===== src/design/plw_pkg.sv =====
// constants and types shared by the program loop watchdog
package plw_pkg;

  // register map
  localparam logic [15:0] PLW_MODE_ADDR     = 16'hFF98;
  localparam logic [15:0] PLW_REFRESH_ADDR  = 16'hFF99;

  // reset and fixed values
  localparam logic [7:0]  PLW_MODE_RST      = 8'h67;
  localparam logic [7:0]  PLW_REFRESH_READ  = 8'h9A;
  localparam logic [7:0]  PLW_REFRESH_KEY   = 8'hAC;
  localparam logic [7:0]  PLW_UNMAPPED_READ = 8'h00;
  localparam logic [2:0]  PLW_MODE_TOP      = 3'h3;

  // field positions in the mode register
  localparam int          PLW_CSEL_HI_BIT   = 4;
  localparam int          PLW_CSEL_LO_BIT   = 3;
  localparam int          PLW_PSEL_MSB      = 2;
  localparam int          PLW_PSEL_LSB      = 0;
  localparam logic [1:0]  PLW_CSEL_SLOW     = 2'h0;
  localparam logic [1:0]  PLW_CSEL_MAIN     = 2'h1;

  // reset cause register position of the watchdog flag
  localparam int          PLW_CAUSE_WDT_BIT = 4;

  // overflow exponents: period code k gives 2^(base+k) source cycles
  localparam logic [4:0]  PLW_SLOW_EXP_BASE = 5'h0B;
  localparam logic [4:0]  PLW_MAIN_EXP_BASE = 5'h0D;
  localparam int          PLW_EXP_W         = 5;

  // mode register write phase
  typedef enum logic [2:0] {
    PLW_ST_OPEN    = 3'b001,
    PLW_ST_LOCKED  = 3'b010,
    PLW_ST_STOPPED = 3'b100
  } plw_state_t;

endpackage : plw_pkg


===== src/design/plw_cnt_if.sv =====
// interface between the watchdog control and its counter
`timescale 1ns/1ps
interface plw_cnt_if #(
  parameter int CNT_W = 21
);
  logic             tick;
  logic             clear;
  logic [4:0]       exp;
  logic             ovf;
  logic [CNT_W-1:0] count;

  modport ctl (output tick, output clear, output exp, input ovf, input count);
  modport cnt (input tick, input clear, input exp, output ovf, output count);
endinterface : plw_cnt_if


===== src/design/plw_counter.sv =====
// watchdog up-counter with selectable power-of-two overflow
`timescale 1ns/1ps
module plw_counter #(
  parameter int CNT_W = 21
) (
  // clock and control
  input  wire logic core_clk_i,
  input  wire logic rst_n_i,
  input  wire logic ce_i,
  // control side
  plw_cnt_if.cnt    cnt
);
  localparam logic [CNT_W:0] ONE = (CNT_W+1)'(1);

  logic [CNT_W-1:0] count_q;
  wire  [CNT_W:0]   limit = ONE << cnt.exp;
  wire  [CNT_W-1:0] last  = CNT_W'(limit - ONE);
  wire              hit   = cnt.tick & (count_q == last);

  always_ff @(posedge core_clk_i) begin
    if (!rst_n_i) begin
      count_q <= '0;
    end else if (ce_i) begin
      if (cnt.clear || hit) begin
        count_q <= '0;
      end else if (cnt.tick) begin
        count_q <= count_q + 1'b1;
      end
    end
  end

  // gated ticks leave the value held, so counting resumes from it
  assign cnt.ovf   = ce_i & hit & ~cnt.clear;
  assign cnt.count = count_q;
endmodule : plw_counter


===== src/design/plw_sync3.sv =====
// three-stage synchroniser with rising edge pulse for an oscillator pin
`timescale 1ns/1ps
module plw_sync3 (
  // clock and control
  input  wire logic core_clk_i,
  input  wire logic rst_n_i,
  input  wire logic ce_i,
  // pin and edge
  input  wire logic pin_i,
  output logic      rise_o
);
  logic s1_q;
  logic s2_q;
  logic s3_q;
  logic level_q;
  wire  agree = (s2_q == s3_q);

  always_ff @(posedge core_clk_i) begin
    if (!rst_n_i) begin
      s1_q    <= 1'b0;
      s2_q    <= 1'b0;
      s3_q    <= 1'b0;
      level_q <= 1'b0;
    end else if (ce_i) begin
      s1_q    <= pin_i;
      s2_q    <= s1_q;
      s3_q    <= s2_q;
      if (agree) begin
        level_q <= s3_q;
      end
    end
  end

  // a change counts only once stages two and three agree
  assign rise_o = ce_i & agree & s3_q & ~level_q;
endmodule : plw_sync3


===== src/design/plw_top.sv =====
// program loop watchdog: mode and refresh registers, clock select, gating, reset
// Notes on behaviour
// counter overflow without refresh asserts the internal system reset.
// a watchdog reset sets bit 4 of the reset cause register.
// fixed option: always counts from the slow oscillator, cannot be stopped.
// selectable option: main, slow or stopped; slow after reset release.
// after reset, count from slow oscillator with period code all ones.
// mode register writable once; a second write asserts reset.
// software writes the top three mode bits as 0,1,1.
// clock select 00 slow, 01 main, 1x stopped.
// fixed option ignores clock select writes; slow oscillator remains.
// code k overflows after 2^(11+k) slow or 2^(13+k) main cycles.
// software sets the mode register only by whole byte writes.
// every mode register write inserts one wait cycle.
// writing the key to the refresh register clears the counter.
// writing any other value to the refresh register asserts reset.
// a bit operation on the refresh register asserts reset.
// the refresh register always reads 9A.
// main clock source is gated while stopped, halted or stabilising.
// slow source gated in halt/stop, or when stopped with cpu on main.
// each accepted mode write clears the counter at once.
// once stopped, misuse of either register causes no reset.
// while gated the counter holds its value and resumes from it.
// counter is wide enough for the longest overflow of either source.
`timescale 1ns/1ps
module plw_top
  import plw_pkg::*;
#(
  parameter int CNT_W = 21
) (
  // clock, reset, enable
  input  wire logic        core_clk_i,
  input  wire logic        rst_n_i,
  input  wire logic        ce_i,
  // power-on option: high fixes the slow oscillator
  input  wire logic        opt_slow_fixed_i,
  // cpu register port
  input  wire logic [15:0] bus_addr_i,
  input  wire logic        bus_wr_i,
  input  wire logic        bus_rd_i,
  input  wire logic        bus_bitop_i,
  input  wire logic [7:0]  bus_wdata_i,
  output logic      [7:0]  bus_rdata_o,
  output logic             bus_wait_o,
  // oscillator pins
  input  wire logic        slow_osc_frequency_i,
  input  wire logic        main_osc_input_i,
  // power and clock status
  input  wire logic        halt_i,
  input  wire logic        stop_i,
  input  wire logic        main_osc_stopped_i,
  input  wire logic        osc_stab_i,
  input  wire logic        cpu_on_main_i,
  input  wire logic        slow_osc_stopped_i,
  // reset cause
  input  wire logic        cause_clr_i,
  output logic             watchdog_reset_cause_flag_o,
  output logic             wdt_reset_o
);

  // state
  plw_state_t state_q;
  plw_state_t state_d;
  logic [7:0] mode_q;
  logic [7:0] mode_d;
  logic       fixed_q;
  logic       strap_pend_q;
  logic       reset_q;
  logic       cause_q;
  logic       wait_q;
  logic [7:0] rdata_q;
  logic [7:0] rdata_d;

  // oscillator edges
  logic [1:0] osc_pin;
  logic [1:0] osc_rise;

  assign osc_pin = {main_osc_input_i, slow_osc_frequency_i};

  genvar g;
  generate
    for (g = 0; g < 2; g++) begin : g_osc
      plw_sync3 u_sync (
        .core_clk_i (core_clk_i),
        .rst_n_i    (rst_n_i),
        .ce_i       (ce_i),
        .pin_i      (osc_pin[g]),
        .rise_o     (osc_rise[g])
      );
    end
  endgenerate

  wire slow_edge = osc_rise[0];
  wire main_edge = osc_rise[1];

  // counter
  plw_cnt_if #(.CNT_W(CNT_W)) cnt_b ();

  plw_counter #(.CNT_W(CNT_W)) u_cnt (
    .core_clk_i (core_clk_i),
    .rst_n_i    (rst_n_i),
    .ce_i       (ce_i),
    .cnt        (cnt_b.cnt)
  );

  // address decode
  wire mode_hit    = (bus_addr_i == PLW_MODE_ADDR);
  wire refresh_hit = (bus_addr_i == PLW_REFRESH_ADDR);
  wire mode_wr     = bus_wr_i & mode_hit;
  wire refresh_wr  = bus_wr_i & refresh_hit;

  // write phase
  wire is_open    = (state_q == PLW_ST_OPEN);
  wire is_locked  = (state_q == PLW_ST_LOCKED);
  wire is_stopped = (state_q == PLW_ST_STOPPED);
  wire first_wr   = mode_wr & is_open;

  // fixed option forces the top bits and the slow source
  wire [7:0] wr_val = fixed_q ?
                      {PLW_MODE_TOP, PLW_CSEL_SLOW, bus_wdata_i[PLW_PSEL_MSB:PLW_PSEL_LSB]} :
                      bus_wdata_i;

  // clock select decode; the upper bit alone stops the watchdog
  wire [1:0] csel     = mode_q[PLW_CSEL_HI_BIT:PLW_CSEL_LO_BIT];
  wire [2:0] psel     = mode_q[PLW_PSEL_MSB:PLW_PSEL_LSB];
  wire       sel_slow = (csel == PLW_CSEL_SLOW);
  wire       sel_main = (csel == PLW_CSEL_MAIN);
  wire       stop_req = wr_val[PLW_CSEL_HI_BIT] & ~fixed_q;

  // misuse detection; none of it counts once stopped
  wire key_ok       = (bus_wdata_i == PLW_REFRESH_KEY);
  wire second_wr    = mode_wr & is_locked;
  wire bad_value    = refresh_wr & ~bus_bitop_i & ~key_ok;
  wire bad_bitop    = refresh_wr & bus_bitop_i;
  wire misuse       = (second_wr | bad_value | bad_bitop) & ~is_stopped;
  wire good_refresh = refresh_wr & ~bus_bitop_i & key_ok;
  wire trip         = misuse | cnt_b.ovf;

  // clock gating; in the fixed option nothing stops the count
  wire gate_main = sel_main & (halt_i | stop_i | main_osc_stopped_i | osc_stab_i);
  wire gate_slow = sel_slow & (halt_i | stop_i | (cpu_on_main_i & slow_osc_stopped_i));
  wire gated     = ~fixed_q & (gate_main | gate_slow);

  // source pick and overflow exponent
  wire src_edge = sel_main ? main_edge : (sel_slow & slow_edge);
  wire [4:0] exp_base = sel_main ? PLW_MAIN_EXP_BASE : PLW_SLOW_EXP_BASE;

  assign cnt_b.tick  = src_edge & ~gated & ~is_stopped;
  assign cnt_b.exp   = exp_base + {2'b00, psel};
  // misuse restarts the count; an overflow clears itself, so ovf never feeds back into clear
  assign cnt_b.clear = first_wr | good_refresh | misuse;

  // next mode and phase
  always_comb begin
    state_d = state_q;
    mode_d  = mode_q;
    if (trip) begin
      // watchdog reset returns the block to its reset state
      state_d = PLW_ST_OPEN;
      mode_d  = PLW_MODE_RST;
    end else if (first_wr) begin
      mode_d = wr_val;
      if (stop_req) begin
        state_d = PLW_ST_STOPPED;
      end else begin
        state_d = PLW_ST_LOCKED;
      end
    end
  end

  // read data: refresh register never returns what was written
  always_comb begin
    if (mode_hit) begin
      rdata_d = mode_q;
    end else if (refresh_hit) begin
      rdata_d = PLW_REFRESH_READ;
    end else begin
      rdata_d = PLW_UNMAPPED_READ;
    end
  end

  // mode register and write phase; slow source, longest period at reset
  always_ff @(posedge core_clk_i) begin
    if (!rst_n_i) begin
      state_q <= PLW_ST_OPEN;
      mode_q  <= PLW_MODE_RST;
    end else if (ce_i) begin
      state_q <= state_d;
      mode_q  <= mode_d;
    end
  end

  // option strap caught on the first enabled edge after release
  always_ff @(posedge core_clk_i) begin
    if (!rst_n_i) begin
      fixed_q      <= 1'b1;
      strap_pend_q <= 1'b1;
    end else if (ce_i && strap_pend_q) begin
      fixed_q      <= opt_slow_fixed_i;
      strap_pend_q <= 1'b0;
    end
  end

  // internal reset pulse
  always_ff @(posedge core_clk_i) begin
    if (!rst_n_i) begin
      reset_q <= 1'b0;
    end else if (ce_i) begin
      reset_q <= trip;
    end
  end

  // reset cause flag survives the watchdog reset; a new event beats a clear
  always_ff @(posedge core_clk_i) begin
    if (!rst_n_i) begin
      cause_q <= 1'b0;
    end else if (ce_i) begin
      cause_q <= trip | (cause_q & ~cause_clr_i);
    end
  end

  // bus answers
  always_ff @(posedge core_clk_i) begin
    if (!rst_n_i) begin
      wait_q  <= 1'b0;
      rdata_q <= PLW_UNMAPPED_READ;
    end else if (ce_i) begin
      wait_q <= mode_wr;
      if (bus_rd_i) begin
        rdata_q <= rdata_d;
      end
    end
  end

  assign bus_rdata_o                 = rdata_q;
  assign bus_wait_o                  = wait_q;
  assign wdt_reset_o                 = reset_q;
  assign watchdog_reset_cause_flag_o = cause_q;

endmodule : plw_top


===== config.mk =====
export PLATFORM = sky130hd
export DESIGN_NAME = plw_top
export DESIGN_NICKNAME = d
export VERILOG_FILES = /design/src/design/plw_pkg.sv /design/src/design/plw_cnt_if.sv /design/src/design/plw_counter.sv /design/src/design/plw_sync3.sv /design/src/design/plw_top.sv
export SDC_FILE = /design/constraint.sdc
export NUM_CORES = 1
export LEC_CHECK = 0
export BUFFER_PORTS_ARGS = -buffer_cell sky130_fd_sc_hd__buf_2
export CAP_MARGIN = 15
export CORE_UTILIZATION = 43
export DETAILED_ROUTE_END_ITERATION = 8
export GPL_ROUTABILITY_DRIVEN = 0
export HOLD_SLACK_MARGIN = 0.15
export PLACE_DENSITY = 0.73
export SYNTH_ARGS = -nofsm -noshare
export SYNTH_HDL_FRONTEND = slang
export SYNTH_SLANG_ARGS = --single-unit

===== constraint.sdc =====
create_clock -name core_clk_i -period 7.05 [get_ports core_clk_i]
set_input_delay 0.705 -clock core_clk_i [delete_from_list [all_inputs] [get_ports core_clk_i]]
set_output_delay 0.705 -clock core_clk_i [all_outputs]
set_load 0.05 [all_outputs]

; Word level (Yosys, flattened, before mapping)
; Cells that the tools add are included.
[word_totals]
ff_bits = 53
input_bits = 40
[classes]
addsub = 3
eq_ne = 10
shift = 1
muxes = 12
bitwise = 47
n_reduce_logical = 10
[ops]
columns = cell, n
row1 = 21-bit 2-to-1 mux, 2
row2 = 8-bit 2-to-1 mux, 5
row3 = 16-bit equality test (second input constant), 2
row4 = 1-bit bitwise AND, 27
row5 = 21-bit by 1-bit adder with 21-bit output (second input constant), 1
row6 = 21-bit equality test, 1
row7 = 1-bit by 5-bit left shift with 21-bit output (first input constant), 1
row8 = 21-bit by 1-bit subtractor with 21-bit output (second input constant), 1
row9 = 3-bit 2-to-1 mux, 4
row10 = 1-bit OR, 11
row11 = 2-bit AND reduction, 5
row12 = 1-bit inverter, 9
row13 = 8-bit equality test (second input constant), 1
row14 = 4-bit by 3-bit adder with 5-bit output, 1
row15 = 2-bit nonzero test, 2
row16 = 3-bit by 1-bit equality test with 1-bit output (second input constant), 1
row17 = 3-bit by 2-bit equality test with 1-bit output (second input constant), 1
row18 = 3-bit equality test (second input constant), 1
row19 = 1-bit equality test, 2
row20 = 2-bit by 1-bit equality test with 1-bit output (second input constant), 1
row21 = 2-bit logical NOT, 1
row22 = 1-bit logical AND, 1
row23 = 1-bit logical OR, 1
row24 = 1-bit 2-to-1 mux, 1

; Depth between registers and ports, before layout
[depth]
depth_word = 15
mapped_depth = 22
depth_no_buf = 16

; Modules after synthesis
; From an unflattened synthesis, not the netlist that was laid out.
[hier_totals]
hier_cells = 448
area_unflattened_um2 = 3671.0
[modules_own_cells]
columns = mod, n_inst, cells_per_inst, area_each_um2, seq_area_each_um2
row1 = plw_counter, 1, 269, 2050.7, 420.4
row2 = plw_top, 1, 143, 1272.5, 480.5
row3 = plw_sync3, 2, 18, 173.9, 80.1

; Worst setup path after synthesis
; No wires, ideal clock.
[synth_timing]
kind = reg-to-reg
start = reg mode_q[3]
end = reg u_cnt.count_q[11] (netlist: u_cnt.cnt.count[11])
setup_ps = 141
t_arrival_ps = 4336
required_time_ps = 6909
slack_ps = 2573
path_stages_with_launch = 22
path_buffers = 6
synth_period_minus_slack_ps = 4477
path_cell_list = dfxtp_1 nand2b_1 buf_6 buf_2 o21a_1 fa_1 clkbuf_1 clkbuf_1 nor2_1 o21ai_0 or3_1 ha_1 buf_2 xor2_1 nor4_1 a41oi_1 o31ai_1 nor3b_1 and4bb_1 and3_4 buf_6 nor3_2
[synth_via]
elab_chain_cells = 11
elab_cells_between_ends = 21
[synth_lines]
columns = element, line
row1 = from (decl), plw_top.sv:64  ; logic [7:0] mode_q;
row2 = from (signal assigned), plw_top.sv:189  ; mode_q <= mode_d;
row3 = branches (longest 11 deep; another with 21-bit by 1-bit subtractor with 21-bit output), n/a
row4 = to (signal assigned), plw_counter.sv:27  ; count_q <= count_q + 1'b1;
row5 = to (decl), plw_counter.sv:15  ; logic [CNT_W-1:0] count_q;
; Parallel ways; which one is timed is not known.
; A chain may end at the register's enable or synchronous reset.

; Worst setup path after layout
[layout_timing]
start = reg mode_q[3]
end = reg u_cnt.count_q[6] (netlist: u_cnt.cnt.count[6])
; Same word-level chain as after synthesis.

==> results.toml <==
[setup_path]
path_max_fanout = 21
worstSetupPathType = "reg -> reg"
arrival_ns = 5.62
crit_chain = "nand2b_1, o21a_1, fa_1, nor2_1, o21ai_0, or3_1, ha_1, xor2_1, nor4_1, a41oi_1, o31ai_1, nor3b_1, and4bb_1, and3_4, nor4_1"
reg2reg_to = "u_cnt.cnt.count[6]$_SDFFE_PN0P_"
startpoint_type = "flop"
cp_common_cell = "nor4_1"
r2r_cells = 15
worstPathRequired_ns = 7.21
cp_slowest_cell = "fa_1"
r2r_start = "mode_q[3]$_SDFFE_PN0P_"
crit_start = "mode_q[3]$_SDFFE_PN0P_"
reg2reg_slack_ns = 1.59
crit_end = "u_cnt.cnt.count[6]$_SDFFE_PN0P_"
end_kind = "flop"
critPathMaxStageDelay_ns = 0.72

[detailed_routing]
ant_nets = 0
drt_iter0_drc = 321
remaining_drc_errors = 0
wl_met2_um = 5030
wl_met1_um = 4630
viasPerCell = 6.22
totalWireLength_um = 10700
met3_length_um = 608
wl_per_cell_um = 16.5
top_layer = "met4"
drt_pass1_iterations = 5
via_count = 4025

[final_layout]
finish.utilization_pct = 47.8
n_fill_cell = 926
drive_above_1_share_pct = 18.8
fin_cells = 647
fin_nets = 579
finalInstanceArea_um2 = 4400
syn_to_final_growth_pct = 8.39
antennaDiodeCount = 0

[cts]
holdBufCountCts = 0
root_buffer = "clkbuf_8"
cts_buffers = 5
post_cts_resized = 0
cts.reportedPaths.clkPinSlew_ns = 0.10
cts.sinks = 53
cts_tree = "done"
clkLatencyLatePin_ns = 0.32
post_cts_buffers = 0
cts_max_level = 2
cts_max_path_buffers = 2

[power_and_ir_drop]
p_per_area_nw_per_um2 = 119
power.switching_w = 0.000128
p_clk_share_pct = 35.9
ir_worst_vdd_mv = 0.0805
p_comb_share_pct = 6.2
p_sw_share_pct = 24.5
p_leak_nw = 1.59
power.internal_w = 0.000397
seqPwrFrac_pct = 57.9

[worst_hold_path]
hold_path.class = "reg -> reg"

[floorplanning]
die_h_um = 99.1
ios = 51
die_area_um2 = 9820
core_um2 = 9200
start_util_pct = 44.1
placementRows = 35
die_x_um = 99.1

[placed_design]
placed_cell_area_um2 = 4300
dp_hpwl_um = 7990
place_inst = 639
numPortBuffers = 50

[sta]
period_share_pct = 77.5
worst_slew_pin_slew_ns = 1.05
slew_headroom_pct = 29.5
maxSlewViolCount = 0
finalCriticalPeriod_ns = 5.46
finalSetupViolCount = 0
tns_ns = 0
rsz0062_at_grt = "false"
hold_viol_final = 0
fmax_mhz = 183
whs_ns = 0.468
worst_clock_skew_ns = 0.0104

[global_route]
antenna_found_initial = 0
grt_pass1_vias = 3701
grt_pass1_wl_um = 18100
grt-ovfl-total = 0
grt_max_degree = 26
grt_use_total_pct = 22.4

[yosys]
synth_top_cell_by_area = "dfxtp_1"
synth_common_cells = "dfxtp_1 (53), nand2_1 (47), nor2_1 (35)"
synth_cells = 510
synth_nets = 554
synth_area_um2 = 4060
yosys_warnings = 0
synth_seq_cells = 53
yosysTopAreaCellShare_pct = 26.2
synthArstFlopShare_pct = 0
synthDistinctLibCells = 75
yosysMostFrequentCell = "dfxtp_1"
synth_ff_type = "dfxtp_1"
syn_avg_cell_area_um2 = 7.95
synth.area.top_cells = "dfxtp_1 (26%), xnor2_1 (5.6%), nor3_2 (5.2%), nand2_1 (4.4%), nor2_1 (3.2%)"
seq_area_frac_synth_pct = 26.2
synth-edff-count = 0

[job]
maxCapViolations = 0

[outcome]
status = "finished, final reports clean"
state kept, by name, indices dropped and copies added, names as in the netlist:
signal / count
strap_pend_q: 1
u_cnt.cnt.count: 21
state_q: 3
watchdog_reset_cause_flag_o: 1
g_osc.u_sync.s3_q: 2
wdt_reset_o: 1
fixed_q: 1
bus_rdata_o: 8
bus_wait_o: 1
mode_q: 8
g_osc.u_sync.s2_q: 2
g_osc.u_sync.s1_q: 2
g_osc.u_sync.level_q: 2
routing by layer:
| layer | vias up | global-route usage, % |
|---|---|---|
| li1 | 1934 | - |
| met1 | 1914 | 28.9 |
| met2 | 146 | 37.4 |
| met3 | 31 | 3.09 |
| met4 | 0 | 10.2 |
| met5 | - | 0 |
worst min-delay path by stage:
stage                                      from                           to  slack (ns)  cells past startpoint
floorplan                mode_q[5]$_SDFFE_PN1P_       mode_q[5]$_SDFFE_PN1P_        0.44                      2
global placement    bus_rdata_o[2]$_SDFFE_PN0P_  bus_rdata_o[2]$_SDFFE_PN0P_        0.45                      2
detailed placement  bus_rdata_o[1]$_SDFFE_PN0P_  bus_rdata_o[1]$_SDFFE_PN0P_        0.45                      2
CTS                 bus_rdata_o[1]$_SDFFE_PN0P_  bus_rdata_o[1]$_SDFFE_PN0P_        0.47                      2
global route        bus_rdata_o[1]$_SDFFE_PN0P_  bus_rdata_o[1]$_SDFFE_PN0P_        0.49                      2
finish              bus_rdata_o[1]$_SDFFE_PN0P_  bus_rdata_o[1]$_SDFFE_PN0P_        0.47                      2
area by class of cell:
| class | count | area, µm² | share of cell area [%] |
|---|---|---|---|
| Clock buffer | 6 | 82.6 | 1.88 |
| Multi-Input combinational cell | 401 | 2750 | 62.5 |
| Clock inverter | 2 | 16.3 | 0.370 |
| Inverter | 23 | 91.3 | 2.08 |
| Tap cell | 111 | 139 | 3.16 |
| Sequential cell | 53 | 1060 | 24.1 |
| Timing Repair Buffer | 51 | 258 | 5.86 |
metrics by stage:
stage	worst slack, ns	power, W
CTS	1.72	0.000528
floorplan	2.57	0.000328
global placement	2.06	0.000343
detailed placement	1.76	0.000344
global route	1.40	0.000543
finish	1.59	0.000525
worst max-delay path, delay by kind of cell, from the launching register on:
family	cells	cell delay (ns)
adders and majority gates	2	1.07
AOI/OAI and AO/OA	4	1.03
DFF	1	0.51
xor gates and xnor gates	1	0.24
and+or+nand+nor	8	2.45
power by group through the flow:
stage	Combinational, W	Clock, W	Sequential (W)
after floorplan	0.0000168	0	0.000311
after global placement	0.0000320	0	0.000311
after detailed placement	0.0000327	0	0.000311
after CTS	0.0000328	0.000191	0.000304
after global routing	0.0000361	0.000203	0.000304
final	0.0000326	0.000189	0.000304
layout by cell type (no fill, tap or decap), types with 4 or more instances in the layout:
master | Yosys | layout
nand4_1 | 10 | 10
nand3_1 | 26 | 26
a31o_2 | 6 | 6
and2_1 | 8 | 8
a211oi_1 | 5 | 5
mux2i_1 | 12 | 12
nand2_1 | 47 | 47
nor3_1 | 14 | 14
o31ai_1 | 8 | 8
o21ai_0 | 16 | 16
clkbuf_8 | 0 | 6
inv_1 | 22 | 22
a21oi_1 | 14 | 14
a21boi_0 | 13 | 13
xnor2_1 | 26 | 26
a31oi_1 | 11 | 11
dfxtp_1 | 53 | 53
nor2_1 | 35 | 35
nand2b_1 | 4 | 4
o211ai_1 | 10 | 10
nor4_1 | 16 | 16
xor2_1 | 7 | 7
nor2b_1 | 11 | 11
a21o_1 | 5 | 5
buf_2 | 7 | 50
nor3_2 | 21 | 21
nor3b_1 | 6 | 6
cell families after synthesis:
kind of cell / share of synthesized area [%]
adders and majority gates: 1.42
and+or+nand+nor: 33.0
DFF: 26.2
buffers and inverters: 6.08
muxes: 3.24
xor gates and xnor gates: 7.68
AOI/OAI and AO/OA: 22.5
Note: power is estimated with default switching activity, not from simulation.
